===== config.mk =====
export PLATFORM = sky130hd
export DESIGN_NAME = arc_reclose_status
export DESIGN_NICKNAME = d
export VERILOG_FILES = /design/src/arc_pkg.sv /design/src/arc_reclose_status.sv
export SDC_FILE = /design/constraint.sdc
export NUM_CORES = 1
export LEC_CHECK = 0
export BUFFER_PORTS_ARGS = -buffer_cell sky130_fd_sc_hd__buf_2
export CAP_MARGIN = 20
export CORE_MARGIN = 2
export CORE_UTILIZATION = 55
export CTS_CLUSTER_SIZE = 30
export DETAILED_ROUTE_END_ITERATION = 12
export PLACE_DENSITY = 0.76
export SLEW_MARGIN = 20
export SYNTH_ARGS = -nofsm -noshare
export SYNTH_HDL_FRONTEND = slang
export SYNTH_SLANG_ARGS = --single-unit

===== constraint.sdc =====
create_clock -name mclk -period 5.75 [get_ports mclk]
set_input_delay 0.8625 -clock mclk [delete_from_list [all_inputs] [get_ports mclk]]
set_output_delay 0.8625 -clock mclk [all_outputs]
set_load 0.01 [all_outputs]

===== src/arc_pkg.sv =====
// Package for the auto-reclose status indication block.
// Assumes a single 125 MHz processing clock shared with all input logic.
package arc_pkg;

  // Clock and timer base
  localparam int unsigned ARC_CLK_NS   = 8;
  localparam int unsigned ARC_TICK_NS  = 1000000;
  localparam int unsigned ARC_TICK_CYC = ARC_TICK_NS / ARC_CLK_NS;
  localparam int unsigned ARC_PRE_W    = 17;

  // Widths
  localparam int unsigned ARC_NREQ   = 5;
  localparam int unsigned ARC_TW     = 21;
  localparam int unsigned ARC_AW     = 8;
  localparam int unsigned ARC_DW     = 32;
  localparam int unsigned ARC_SHOT_W = 3;

  // Register offsets (byte addresses)
  localparam logic [ARC_AW-1:0] ARC_OFS_CTRL    = 8'h00;
  localparam logic [ARC_AW-1:0] ARC_OFS_ARCING  = 8'h04;
  localparam logic [ARC_AW-1:0] ARC_OFS_DEAD    = 8'h08;
  localparam logic [ARC_AW-1:0] ARC_OFS_RECLAIM = 8'h0C;
  localparam logic [ARC_AW-1:0] ARC_OFS_LOCKOUT = 8'h10;
  localparam logic [ARC_AW-1:0] ARC_OFS_STATUS  = 8'h14;

  // Control register fields
  localparam int unsigned ARC_CTRL_EN     = 0;
  localparam int unsigned ARC_CTRL_USE_OO = 1;
  localparam int unsigned ARC_CTRL_SHOT_L = 2;
  localparam int unsigned ARC_CTRL_SHOT_H = 4;

  // Status register fields
  localparam int unsigned ARC_STS_SHOT_L = 16;
  localparam int unsigned ARC_STS_SRC_L  = 24;

  // Reset values, shot-count limit and first-shot flag
  localparam logic [ARC_SHOT_W-1:0] ARC_RST_SHOTS   = 3'h1;
  localparam logic [ARC_SHOT_W-1:0] ARC_MAX_SHOTS   = 3'h5;
  localparam logic [ARC_TW-1:0]     ARC_RST_ARCING  = 21'h000C8;
  localparam logic [ARC_TW-1:0]     ARC_RST_DEAD    = 21'h001F4;
  localparam logic [ARC_TW-1:0]     ARC_RST_RECLAIM = 21'h02710;
  localparam logic [ARC_TW-1:0]     ARC_RST_LOCKOUT = 21'h02710;

  localparam logic [ARC_NREQ-1:0]   ARC_SHOT_FIRST  = 5'h01;

  typedef enum logic [8:0] {
    ARC_ST_INHIBIT = 9'h001,
    ARC_ST_READY   = 9'h002,
    ARC_ST_ARCING  = 9'h004,
    ARC_ST_DEAD    = 9'h008,
    ARC_ST_CLOSE   = 9'h010,
    ARC_ST_RECLAIM = 9'h020,
    ARC_ST_FINISH  = 9'h040,
    ARC_ST_LOCKDL  = 9'h080,
    ARC_ST_LOCKED  = 9'h100
  } arc_state_t;

  typedef struct packed {
    logic                ar_on;
    logic                ar_off;
    logic                in_progress;
    logic [ARC_NREQ-1:0] req_on;
    logic                running;
    logic [ARC_NREQ-1:0] shot_run;
    logic                seq_finished;
    logic                final_trip;
    logic                dead_on;
    logic                arcing_on;
    logic                reclaim_on;
    logic                ready;
    logic                lockout_success;
    logic                inhibit;
    logic                locked;
  } arc_ind_t;

endpackage


===== src/arc_reclose_status.sv =====
// Auto-reclose sequencer with status indication outputs and settings port.
// Assumes all binary inputs come from logic on mclk; breaker commands are
// issued elsewhere by the object control, which reports breaker state here.
//
// Function
// - Block drives indications only, never commands the breaker.
// - Reclose-on indication high whenever the function is in use.
// - Reclose-off high when on/off input is used and inactive.
// - In-progress and dead-time high while timing towards reclosing.
// - One request-active flag per request input, high during its shot.
// - Running indication high while in running mode.
// - Shot-running flags one to five, high during that shot.
// - Sequence-finished high after last reclose until final trip or reclaim.
// - Final-trip indication high once the final trip was done.
// - Arcing indication high while the arcing timer runs.
// - Reclaim indication high while the reclaim timer runs.
// - Ready high when a fault would start a sequence at once.
// - Lockout-after-success high on new fault within lockout delay.
// - No new sequence during lockout-after-success; go locked instead.
// - Operation-inhibit high while in inhibit mode.
// - Locked indication high while in locked mode.
// - Request one has highest priority, overriding all lower requests.
// - Locked mode is left only by the manual-reset input.
// - Critical request moves the function straight into locked mode.
// - Without the on/off input option the function is in use whenever enabled.
//
// Strobed register access and the placing of the registers were chosen for this implementation.
module arc_reclose_status
  import arc_pkg::*;
#(
  parameter int unsigned TICK_CYC = ARC_TICK_CYC
) (
  input  wire logic              mclk,
  input  wire logic              rst,
  input  wire logic              request_in_first,
  input  wire logic              request_in_second,
  input  wire logic              request_in_third,
  input  wire logic              request_in_fourth,
  input  wire logic              request_in_fifth,
  input  wire logic              auto_reclose_onoff_in,
  input  wire logic              manual_reset_in,
  input  wire logic              locking_in,
  input  wire logic              critical_req_in,
  input  wire logic              breaker_open_in,
  input  wire logic              breaker_closed_in,
  input  wire logic [ARC_AW-1:0] reg_addr,
  input  wire logic [ARC_DW-1:0] reg_wdata,
  input  wire logic              reg_wr,
  input  wire logic              reg_rd,
  output logic      [ARC_DW-1:0] reg_rdata,
  output arc_ind_t               ind
);

  localparam logic [ARC_PRE_W-1:0] TICK_LAST = ARC_PRE_W'(TICK_CYC - 1);

  logic                  en_ff;
  logic                  use_oo_ff;
  logic [ARC_SHOT_W-1:0] shots_ff;
  logic [ARC_TW-1:0]     t_arc_ff;
  logic [ARC_TW-1:0]     t_dead_ff;
  logic [ARC_TW-1:0]     t_recl_ff;
  logic [ARC_TW-1:0]     t_lock_ff;

  arc_state_t            state_ff;
  arc_state_t            nxt_state;
  logic [ARC_NREQ-1:0]   shot_ff;
  logic [ARC_NREQ-1:0]   nxt_shot;
  logic [ARC_NREQ-1:0]   src_ff;
  logic [ARC_NREQ-1:0]   nxt_src;
  logic                  final_ff;
  logic                  lko_ff;
  logic [ARC_PRE_W-1:0]  pre_ff;
  logic [ARC_TW-1:0]     tmr_ff;
  logic [ARC_TW-1:0]     limit;
  logic                  expired;
  logic                  tick;
  logic [ARC_NREQ-1:0]   req;
  logic [ARC_NREQ-1:0]   req_pick;
  logic                  any_req;
  logic                  in_use;
  logic                  last_shot;
  logic [ARC_SHOT_W-1:0] shot_num;

  assign req = {request_in_fifth, request_in_fourth, request_in_third,
                request_in_second, request_in_first};
  assign any_req = |req;

  // Lowest index wins: request one overrides all the others
  always_comb begin
    req_pick = '0;
    for (int i = ARC_NREQ - 1; i >= 0; i--) begin
      if (req[i]) begin
        req_pick = ARC_NREQ'(1) << i;
      end
    end
  end

  // Function usable; without the on/off option only the enable counts
  assign in_use = en_ff && (!use_oo_ff || auto_reclose_onoff_in);

  always_comb begin
    shot_num = '0;
    for (int i = 0; i < ARC_NREQ; i++) begin
      if (shot_ff[i]) begin
        shot_num = ARC_SHOT_W'(i + 1);
      end
    end
  end
  assign last_shot = (shot_num >= shots_ff);

  // Settings registers
  always_ff @(posedge mclk) begin
    if (rst) begin
      en_ff     <= 1'b0;
      use_oo_ff <= 1'b0;
      shots_ff  <= ARC_RST_SHOTS;
      t_arc_ff  <= ARC_RST_ARCING;
      t_dead_ff <= ARC_RST_DEAD;
      t_recl_ff <= ARC_RST_RECLAIM;
      t_lock_ff <= ARC_RST_LOCKOUT;
    end else if (reg_wr) begin
      if (reg_addr == ARC_OFS_CTRL) begin
        en_ff     <= reg_wdata[ARC_CTRL_EN];
        use_oo_ff <= reg_wdata[ARC_CTRL_USE_OO];
        // Out-of-range shot counts are clamped rather than rejected
        if (reg_wdata[ARC_CTRL_SHOT_H:ARC_CTRL_SHOT_L] == '0) begin
          shots_ff <= ARC_RST_SHOTS;
        end else if (reg_wdata[ARC_CTRL_SHOT_H:ARC_CTRL_SHOT_L]
                     > ARC_MAX_SHOTS) begin
          shots_ff <= ARC_MAX_SHOTS;
        end else begin
          shots_ff <= reg_wdata[ARC_CTRL_SHOT_H:ARC_CTRL_SHOT_L];
        end
      end else if (reg_addr == ARC_OFS_ARCING) begin
        t_arc_ff <= reg_wdata[ARC_TW-1:0];
      end else if (reg_addr == ARC_OFS_DEAD) begin
        t_dead_ff <= reg_wdata[ARC_TW-1:0];
      end else if (reg_addr == ARC_OFS_RECLAIM) begin
        t_recl_ff <= reg_wdata[ARC_TW-1:0];
      end else if (reg_addr == ARC_OFS_LOCKOUT) begin
        t_lock_ff <= reg_wdata[ARC_TW-1:0];
      end
    end
  end

  // Read data valid only in the cycle after the strobe
  always_ff @(posedge mclk) begin
    if (rst) begin
      reg_rdata <= '0;
    end else if (reg_rd) begin
      if (reg_addr == ARC_OFS_CTRL) begin
        reg_rdata <= {27'h0000000, shots_ff, use_oo_ff, en_ff};
      end else if (reg_addr == ARC_OFS_ARCING) begin
        reg_rdata <= {11'h000, t_arc_ff};
      end else if (reg_addr == ARC_OFS_DEAD) begin
        reg_rdata <= {11'h000, t_dead_ff};
      end else if (reg_addr == ARC_OFS_RECLAIM) begin
        reg_rdata <= {11'h000, t_recl_ff};
      end else if (reg_addr == ARC_OFS_LOCKOUT) begin
        reg_rdata <= {11'h000, t_lock_ff};
      end else if (reg_addr == ARC_OFS_STATUS) begin
        reg_rdata <= '0;
        reg_rdata[$bits(arc_state_t)-1:0] <= state_ff;
        reg_rdata[ARC_STS_SHOT_L +: ARC_NREQ] <= shot_ff;
        reg_rdata[ARC_STS_SRC_L +: ARC_NREQ]  <= src_ff;
      end else begin
        reg_rdata <= '0;
      end
    end else begin
      reg_rdata <= '0;
    end
  end

  // Millisecond tick; one shared timer restarts on every state change
  assign tick = (pre_ff == TICK_LAST);

  always_ff @(posedge mclk) begin
    if (rst || tick) begin
      pre_ff <= '0;
    end else begin
      pre_ff <= pre_ff + 1'b1;
    end
  end

  always_comb begin
    case (state_ff)
      ARC_ST_ARCING:  limit = t_arc_ff;
      ARC_ST_DEAD:    limit = t_dead_ff;
      ARC_ST_RECLAIM: limit = t_recl_ff;
      ARC_ST_FINISH:  limit = t_recl_ff;
      ARC_ST_LOCKDL:  limit = t_lock_ff;
      default:        limit = '0;
    endcase
  end
  assign expired = (tmr_ff >= limit);

  always_ff @(posedge mclk) begin
    if (rst || (nxt_state != state_ff)) begin
      tmr_ff <= '0;
    end else if (tick && !expired) begin
      tmr_ff <= tmr_ff + 1'b1;
    end
  end

  // Sequencer; reacts to breaker status only, never drives it
  always_comb begin
    nxt_state = state_ff;
    nxt_shot  = shot_ff;
    nxt_src   = src_ff;
    if (critical_req_in || locking_in) begin
      nxt_state = ARC_ST_LOCKED;
    end else begin
      case (state_ff)
        ARC_ST_INHIBIT: begin
          if (in_use) begin
            nxt_state = ARC_ST_READY;
          end
        end
        ARC_ST_READY: begin
          if (!in_use) begin
            nxt_state = ARC_ST_INHIBIT;
          end else if (any_req) begin
            nxt_state = ARC_ST_ARCING;
            nxt_shot  = ARC_SHOT_FIRST;
            nxt_src   = req_pick;
          end
        end
        ARC_ST_ARCING: begin
          if (!in_use) begin
            nxt_state = ARC_ST_INHIBIT;
          end else if (breaker_open_in) begin
            nxt_state = ARC_ST_DEAD;
          end else if (expired) begin
            nxt_state = ARC_ST_LOCKED;
          end else if (!any_req) begin
            nxt_state = ARC_ST_READY;
          end
        end
        ARC_ST_DEAD: begin
          // Manual close during dead time aborts into lockout
          if (!in_use) begin
            nxt_state = ARC_ST_INHIBIT;
          end else if (breaker_closed_in) begin
            nxt_state = ARC_ST_LOCKED;
          end else if (expired) begin
            nxt_state = ARC_ST_CLOSE;
          end
        end
        ARC_ST_CLOSE: begin
          if (!in_use) begin
            nxt_state = ARC_ST_INHIBIT;
          end else if (breaker_closed_in) begin
            nxt_state = last_shot ? ARC_ST_FINISH : ARC_ST_RECLAIM;
          end
        end
        ARC_ST_RECLAIM: begin
          if (!in_use) begin
            nxt_state = ARC_ST_INHIBIT;
          end else if (any_req) begin
            nxt_state = ARC_ST_ARCING;
            nxt_shot  = shot_ff << 1;
            nxt_src   = req_pick;
          end else if (expired) begin
            nxt_state = ARC_ST_LOCKDL;
          end
        end
        ARC_ST_FINISH: begin
          if (any_req) begin
            nxt_state = ARC_ST_LOCKED;
          end else if (expired) begin
            nxt_state = ARC_ST_LOCKDL;
          end
        end
        ARC_ST_LOCKDL: begin
          // New fault inside the lockout delay: no restart, lock instead
          if (any_req) begin
            nxt_state = ARC_ST_LOCKED;
          end else if (expired) begin
            nxt_state = in_use ? ARC_ST_READY : ARC_ST_INHIBIT;
          end
        end
        ARC_ST_LOCKED: begin
          if (manual_reset_in) begin
            nxt_state = in_use ? ARC_ST_READY : ARC_ST_INHIBIT;
          end
        end
        default: nxt_state = ARC_ST_LOCKED;
      endcase
    end
    // Shot and source cleared outside the shot-executing states
    if (nxt_state == ARC_ST_INHIBIT || nxt_state == ARC_ST_READY ||
        nxt_state == ARC_ST_LOCKED || nxt_state == ARC_ST_LOCKDL) begin
      nxt_shot = '0;
      nxt_src  = '0;
    end
  end

  always_ff @(posedge mclk) begin
    if (rst) begin
      state_ff <= ARC_ST_INHIBIT;
      shot_ff  <= '0;
      src_ff   <= '0;
    end else begin
      state_ff <= nxt_state;
      shot_ff  <= nxt_shot;
      src_ff   <= nxt_src;
    end
  end

  // Sticky causes of lockout; set wins over the manual reset
  always_ff @(posedge mclk) begin
    if (rst) begin
      final_ff <= 1'b0;
    end else if (state_ff == ARC_ST_FINISH && nxt_state == ARC_ST_LOCKED
                 && any_req) begin
      final_ff <= 1'b1;
    end else if (state_ff == ARC_ST_LOCKED && manual_reset_in) begin
      final_ff <= 1'b0;
    end
  end

  always_ff @(posedge mclk) begin
    if (rst) begin
      lko_ff <= 1'b0;
    end else if (state_ff == ARC_ST_LOCKDL && any_req) begin
      lko_ff <= 1'b1;
    end else if (state_ff == ARC_ST_LOCKED && manual_reset_in) begin
      lko_ff <= 1'b0;
    end
  end

  // Indications registered from the current state, one cycle behind it
  always_ff @(posedge mclk) begin
    if (rst) begin
      ind <= '0;
    end else begin
      ind.ar_on        <= in_use;
      ind.ar_off       <= use_oo_ff && !auto_reclose_onoff_in;
      ind.in_progress  <= (state_ff == ARC_ST_DEAD);
      ind.dead_on      <= (state_ff == ARC_ST_DEAD);
      ind.req_on       <= src_ff;
      ind.shot_run     <= shot_ff;
      ind.running      <= (state_ff == ARC_ST_ARCING) ||
                          (state_ff == ARC_ST_DEAD) ||
                          (state_ff == ARC_ST_CLOSE) ||
                          (state_ff == ARC_ST_RECLAIM) ||
                          (state_ff == ARC_ST_FINISH);
      ind.seq_finished <= (state_ff == ARC_ST_FINISH);
      ind.final_trip   <= final_ff;
      ind.arcing_on    <= (state_ff == ARC_ST_ARCING);
      ind.reclaim_on   <= (state_ff == ARC_ST_RECLAIM) ||
                          (state_ff == ARC_ST_FINISH);
      ind.ready        <= (state_ff == ARC_ST_READY);
      ind.lockout_success <= lko_ff;
      ind.inhibit      <= (state_ff == ARC_ST_INHIBIT);
      ind.locked       <= (state_ff == ARC_ST_LOCKED);
    end
  end

endmodule


# --- Word-level counts from Yosys, hierarchy flattened ---
# Index checks and enable logic that the tools add are counted.
totals:
  register_bits: 196
  wordCells: 158
  out_inout_bits: 55
  in_bits: 55
classes:
  addsub: 2
  mux: 50
  reduce_logical: 41
  eq_ne: 24
  n_lt_le_gt_ge: 3
  n_bitwise: 7
op_table:
  columns: ["op", "n"]
  rows:
  - ["two-way mux 9 bit", 20]
  - ["two-way mux 21 bit", 5]
  - ["one-hot mux 21 bit (4 select lines)", 1]
  - ["one-hot mux 9 bit (9 select lines)", 1]
  - ["two-way mux 5 bit", 10]
  - ["adder 21 x 1 -> 21 bit, second input constant", 1]
  - [">= comparator 21 bit", 1]
  - ["equality test 9 x 1 -> 1 bit, second input constant", 2]
  - ["equality test 9 x 2 -> 1 bit, second input constant", 2]
  - ["equality test 9 x 8 -> 1 bit, second input constant", 2]
  - ["equality test 9 bit, second input constant", 2]
  - ["two-way mux 3 bit", 6]
  - ["adder 17 x 1 -> 17 bit, second input constant", 1]
  - ["equality test 17 bit, second input constant", 1]
  - ["equality test 8 x 4 -> 1 bit, second input constant", 2]
  - ["equality test 8 x 5 -> 1 bit, second input constant", 2]
  - ["logical OR 1 bit", 12]
  - ["AND reduction 6 bit", 2]
  - ["one-hot mux 5 bit (2 select lines)", 1]
  - ["equality test 9 x 3 -> 1 bit, second input constant", 1]
  - ["equality test 9 x 4 -> 1 bit, second input constant", 1]
  - ["equality test 9 x 5 -> 1 bit, second input constant", 1]
  - ["equality test 9 x 6 -> 1 bit, second input constant", 1]
  - ["equality test 9 x 7 -> 1 bit, second input constant", 1]
  - ["other kinds (22)", 48]

# --- Depth between registers and ports, before layout ---
depth:
  ltp_word: 16
  ltp_mapped: 17
  depth_no_buf: 14

# --- Worst setup path before layout ---
# OpenSTA, ideal clock, no wires.
synth_timing:
  path_type: "register to register"
  from: "register state_ff[0]"
  to: "register tmr_ff[10]"
  t_required_ns: 5.671
  stages_incl_launch_ff: 17
  setup_ns: 0.079
  slack_ns: 1.525
  synth_period_minus_slack_ns: 4.225
  n_path_buf: 3
  arrival_time_ns: 4.145
  cell_sequence: "dfxtp_1 -> buf_2 -> or3_1 -> nor3_4 -> clkbuf_1 -> a222oi_1 -> a21boi_0 -> ha_1 -> nand4_1 -> nor2_1 -> a22o_1 -> a2111oi_4 -> a31oi_2 -> or3_1 -> a211o_1 -> buf_6 -> a211oi_2"
synth_via:
  elab_chain_len: 11
  word_cells_on_any_way: 37
  cone_classes: "order compare (1); eq/ne (10); mux (22); reduce/logical (4)"
synth_lines:
  columns: ["item", "line", "text"]
  rows:
  - ["from (decl)", "arc_reclose_status.sv:64", "arc_state_t state_ff;"]
  - ["from (signal assigned)", "arc_reclose_status.sv:304", "state_ff <= nxt_state;"]
  - ["equality test 9 x 7 -> 1 bit or equality test 9 x 6 -> 1 bit (tied branches)", "arc_reclose_status.sv:186, arc_reclose_status.sv:213", null]
  - ["OR reduction 2 bit (no source line)", null, null]
  - ["one-hot mux 21 bit (4 select lines)", "arc_reclose_status.sv:186", "case (state_ff)"]
  - [">= comparator 21 bit", "arc_reclose_status.sv:195", "assign expired = (tmr_ff >= limit);"]
  - ["two-way mux 9 bit, on equally long branches", null, null]
  - ["two-way mux 9 bit, on equally long branches", "arc_reclose_status.sv:259, arc_reclose_status.sv:231, arc_reclose_status.sv:243", null]
  - ["two-way mux 9 bit, on equally long branches", "arc_reclose_status.sv:257, arc_reclose_status.sv:229, arc_reclose_status.sv:241", null]
  - ["one-hot mux 9 bit (9 select lines)", "arc_reclose_status.sv:213", "case (state_ff)"]
  - ["two-way mux 9 bit", "arc_reclose_status.sv:210", "if (critical_req_in || locking_in) begin"]
  - ["!= test 9 bit", "arc_reclose_status.sv:198", "if (rst || (nxt_state != state_ff)) begin"]
  - ["logical OR 1 bit", "arc_reclose_status.sv:198", null]
  - ["to (signal assigned)", "arc_reclose_status.sv:201", "tmr_ff <= tmr_ff + 1'b1;"]
  - ["to (decl)", "arc_reclose_status.sv:73", "logic [ARC_TW-1:0] tmr_ff;"]
# Several ways; a longest one is shown, not always the timed one.
# A chain may end at the register's enable or synchronous reset.

# --- Worst setup path in the final report ---
layout_timing:
  from: "register state_ff[1]"
  to: "register tmr_ff[9]"
# The elaborated chain is that of the path after synthesis.

==> metrics <==
post-CTS setup buffer count 0; min-delay worst type register to register; Pint roughly 2.0 mW; die area 0.0183 sq mm; clock skew 0.0135 ns; Slew HR 28.6%; number of diodes 0; run status complete, no violations; Synth async-reset ratio 0%; CP Class register to register; # DRC 0; clock group share of total power approximately 44%; minimum clock period about 5 ns; DR iter-0 viols 1027; Worst Path Max Fanout 21; total gr overflow 0; Peak Freq roughly 0.2 GHz; gpl congestion 0.973; Sequential Power Share 51.4%; GRT Util Overall 29.7%; Syn. warnings 0; Sw Share 25.2%; clk buf depth 2; Final Non-Filler Cells around 1400; Hold Vio Cnt, Final 0; final setup TNS 0 ns; Resized cells post-CTS 0; Worst Setup End Kind register; largest net degree at the start of global routing 100; Mapped Cells 1119; Routed Antenna Nets 0; clock latency on the worst-skew pair roughly 0.45 ns; mean area per synthesized cell between 8 and 9 sq um; CTS Root Cell clkbuf_16; vias in the first global route 8088; Seq/Total Area, Yosys 41.3%; PD cells 249 mW/mm^2; DR pass1 iterations 6; Util after Layout 62.5%; Routed Wire Length 27.0 mm; #FFs+latches synth 196; leakage 3.92 nW; Final nets 1251; row count 48; CTS sink count 196; Top FF cell, synth dfxtp_1; CTS Hold Bufs 0; RSZ-0062 raised after global routing no; Clock transition at path regs 0.07 ns; Max Cap Viol 0; Vias 8710; CTS H-tree lvls 4; DPL Wire Length 17.7 mm; core area 0.0171 sq mm; Yosys cell types 72; initial antenna violation count 1; io pins 110; Final Setup Violations 0; WP data required 6.11 ns; Die Y 135 um; Comb pwr share 4.4%; # placed instances roughly 1400; reported net switching power 0.669 mW; wire per inst 19.2 um; CP Data Arrival Time 5.32 ns; Worst VDD drop 0.228 mV; Port Buf Inserts 92; synthesized area 0.00949 sq mm; pins over their slew limit 0; Least-Margin Pin Slew 1.07 ns; Initial Utilization 55.7%; fraction of layout cells with a size suffix above 1 17.1%; die width ~140 um; Post-synth EDFFs 0; Avg Vias per Cell 6.19; CTS tree built; first-pass GRT wire length 42.6 mm; Num CTS Buffers 17; CP startpoint kind register; Layout area overhead 12.2%; fin crit share 86.3%
## placed cells by master (no fill, tap or decap), types with 4 or more instances in the layout
cell type	count
ha_1	26
clkbuf_16	17
nor3_1	28
inv_1	9
conb_1	6
a22oi_1	28
a211oi_2	20
nor2_1	61
nand3_1	39
nor2b_1	18
nand4_1	13
mux2_2	18
nor4_1	11
and3_1	21
buf_4	23
dfxtp_1	196
or3_1	4
inv_8	4
nand2b_1	15
nand3b_1	20
o21ai_0	20
xor2_1	22
buf_2	91
a222oi_1	30
a21oi_1	109
xnor2_1	17
a21boi_0	21
nand2_1	213
inv_6	4
## sequential cells by signal, indices dropped and copies added (netlist names)
name	flops
lko_ff	1
t_arc_ff	21
reg_rdata	26
tmr_ff	21
state_ff	9
pre_ff	17
use_oo_ff	1
t_recl_ff	21
ind	22
final_ff	1
src_ff	5
shot_ff	5
shots_ff	3
en_ff	1
t_lock_ff	21
t_dead_ff	21
## layout make-up
class,count,area [sq um]
repair buffers,116,668
well taps,225,282
multi-input cells,830,5170
flip-flops and latches,196,3920
clock inverters,13,135
fillers,1506,6400
inverters,9,33.8
clock buffers,19,443
## Yosys cell counts, types with 3 or more instances
master,number,share of area (%)
nand2_1,213,8.4
dfxtp_1,196,41
a21oi_1,109,5.7
clkbuf_1,64,2.5
nor2_1,61,2.4
nand3_1,39,2.1
a222oi_1,30,3.2
a22oi_1,28,2.2
nor3_1,28,1.5
ha_1,26,3.4
xor2_1,22,2.0
a21boi_0,21,1.7
and3_1,21,1.4
a211oi_2,20,2.6
nand3b_1,20,1.6
o21ai_0,20,1.1
mux2_2,18,2.1
nor2b_1,18,1.2
xnor2_1,17,1.6
nand2b_1,15,0.99
nand4_1,13,0.86
nor4_1,12,0.79
buf_2,10,0.53
inv_1,9,0.36
buf_4,8,0.63
buf_1,4,0.16
or3_1,4,0.26
a211o_1,3,0.28
a211oi_1,3,0.24
a31oi_1,3,0.20
and2_1,3,0.20
and4_1,3,0.28
buf_6,3,0.36
nor3b_1,3,0.24
o211ai_1,3,0.24
o22ai_1,3,0.20
## worst paths after layout
kind	slack [ns]	to	startpoint	depth (start not counted)
worst max register to register	0.79	tmr_ff[9]	state_ff[1]	16
worst min-delay path	0.45	pre_ff[0]	pre_ff[0]	1
worst max-delay path	0.79	tmr_ff[9]	state_ff[1]	16
worst min register to register	0.45	pre_ff[0]	pre_ff[0]	1
## critical path, stage by stage, from the launching register on
cell	delay, ns
dfxtp_1	0.49
nor3_1	0.55
and4b_1	0.51
buf_12	0.21
buf_4	0.20
a222oi_1	0.11
a21boi_0	0.15
ha_1	0.31
a21oi_1	0.14
o21ai_0	0.15
a22o_1	0.26
a2111oi_4	0.40
a31oi_2	0.21
or3_1	0.39
a211o_1	0.26
buf_4	0.25
a211oi_2	0.26
## layer usage
layer	global-route usage, %	share of wire [%]
met2	49.1	47
met5	0	0
met3	5.46	9.1
met4	11.3	2.5
met1	38.6	41
## stage by stage
| step | setup slack (ns) | instance area, sq um | hold slack (ns) | power, mW |
|---|---|---|---|---|
| floorplan | 1.53 | 9510 | 0.418 | 1.47 |
| CTS | 0.910 | 10700 | 0.455 | 2.66 |
| finish | 0.788 | 10700 | 0.449 | 2.66 |
| detailed placement | 0.955 | 10100 | 0.444 | 1.51 |
| global placement | 1.03 | 10100 | 0.428 | 1.51 |
| global route | 0.556 | 10700 | 0.490 | 2.72 |
## cell families after synthesis
kind of cell | after synthesis | synth area share [%]
AND/OR/NAND/NOR | 471 | 24.1
buffers and inverters | 98 | 4.56
multiplexers | 20 | 2.35
adder cells (fa/ha/maj) | 26 | 3.43
AO/OA/AOI/OAI | 268 | 20.6
flip-flops | 196 | 41.3
other | 1 | 0.0395
XOR/XNOR | 39 | 3.60
## power groups by stage
stage	logic [mW]	registers, mW	clock network (mW)
after CTS	0.115	1.37	1.18
final	0.117	1.37	1.17
after detailed placement	0.114	1.40	0
after global routing	0.125	1.37	1.23
after global placement	0.113	1.40	0
after floorplan	0.0745	1.39	0
Note: power is estimated with default switching activity, not from simulation.
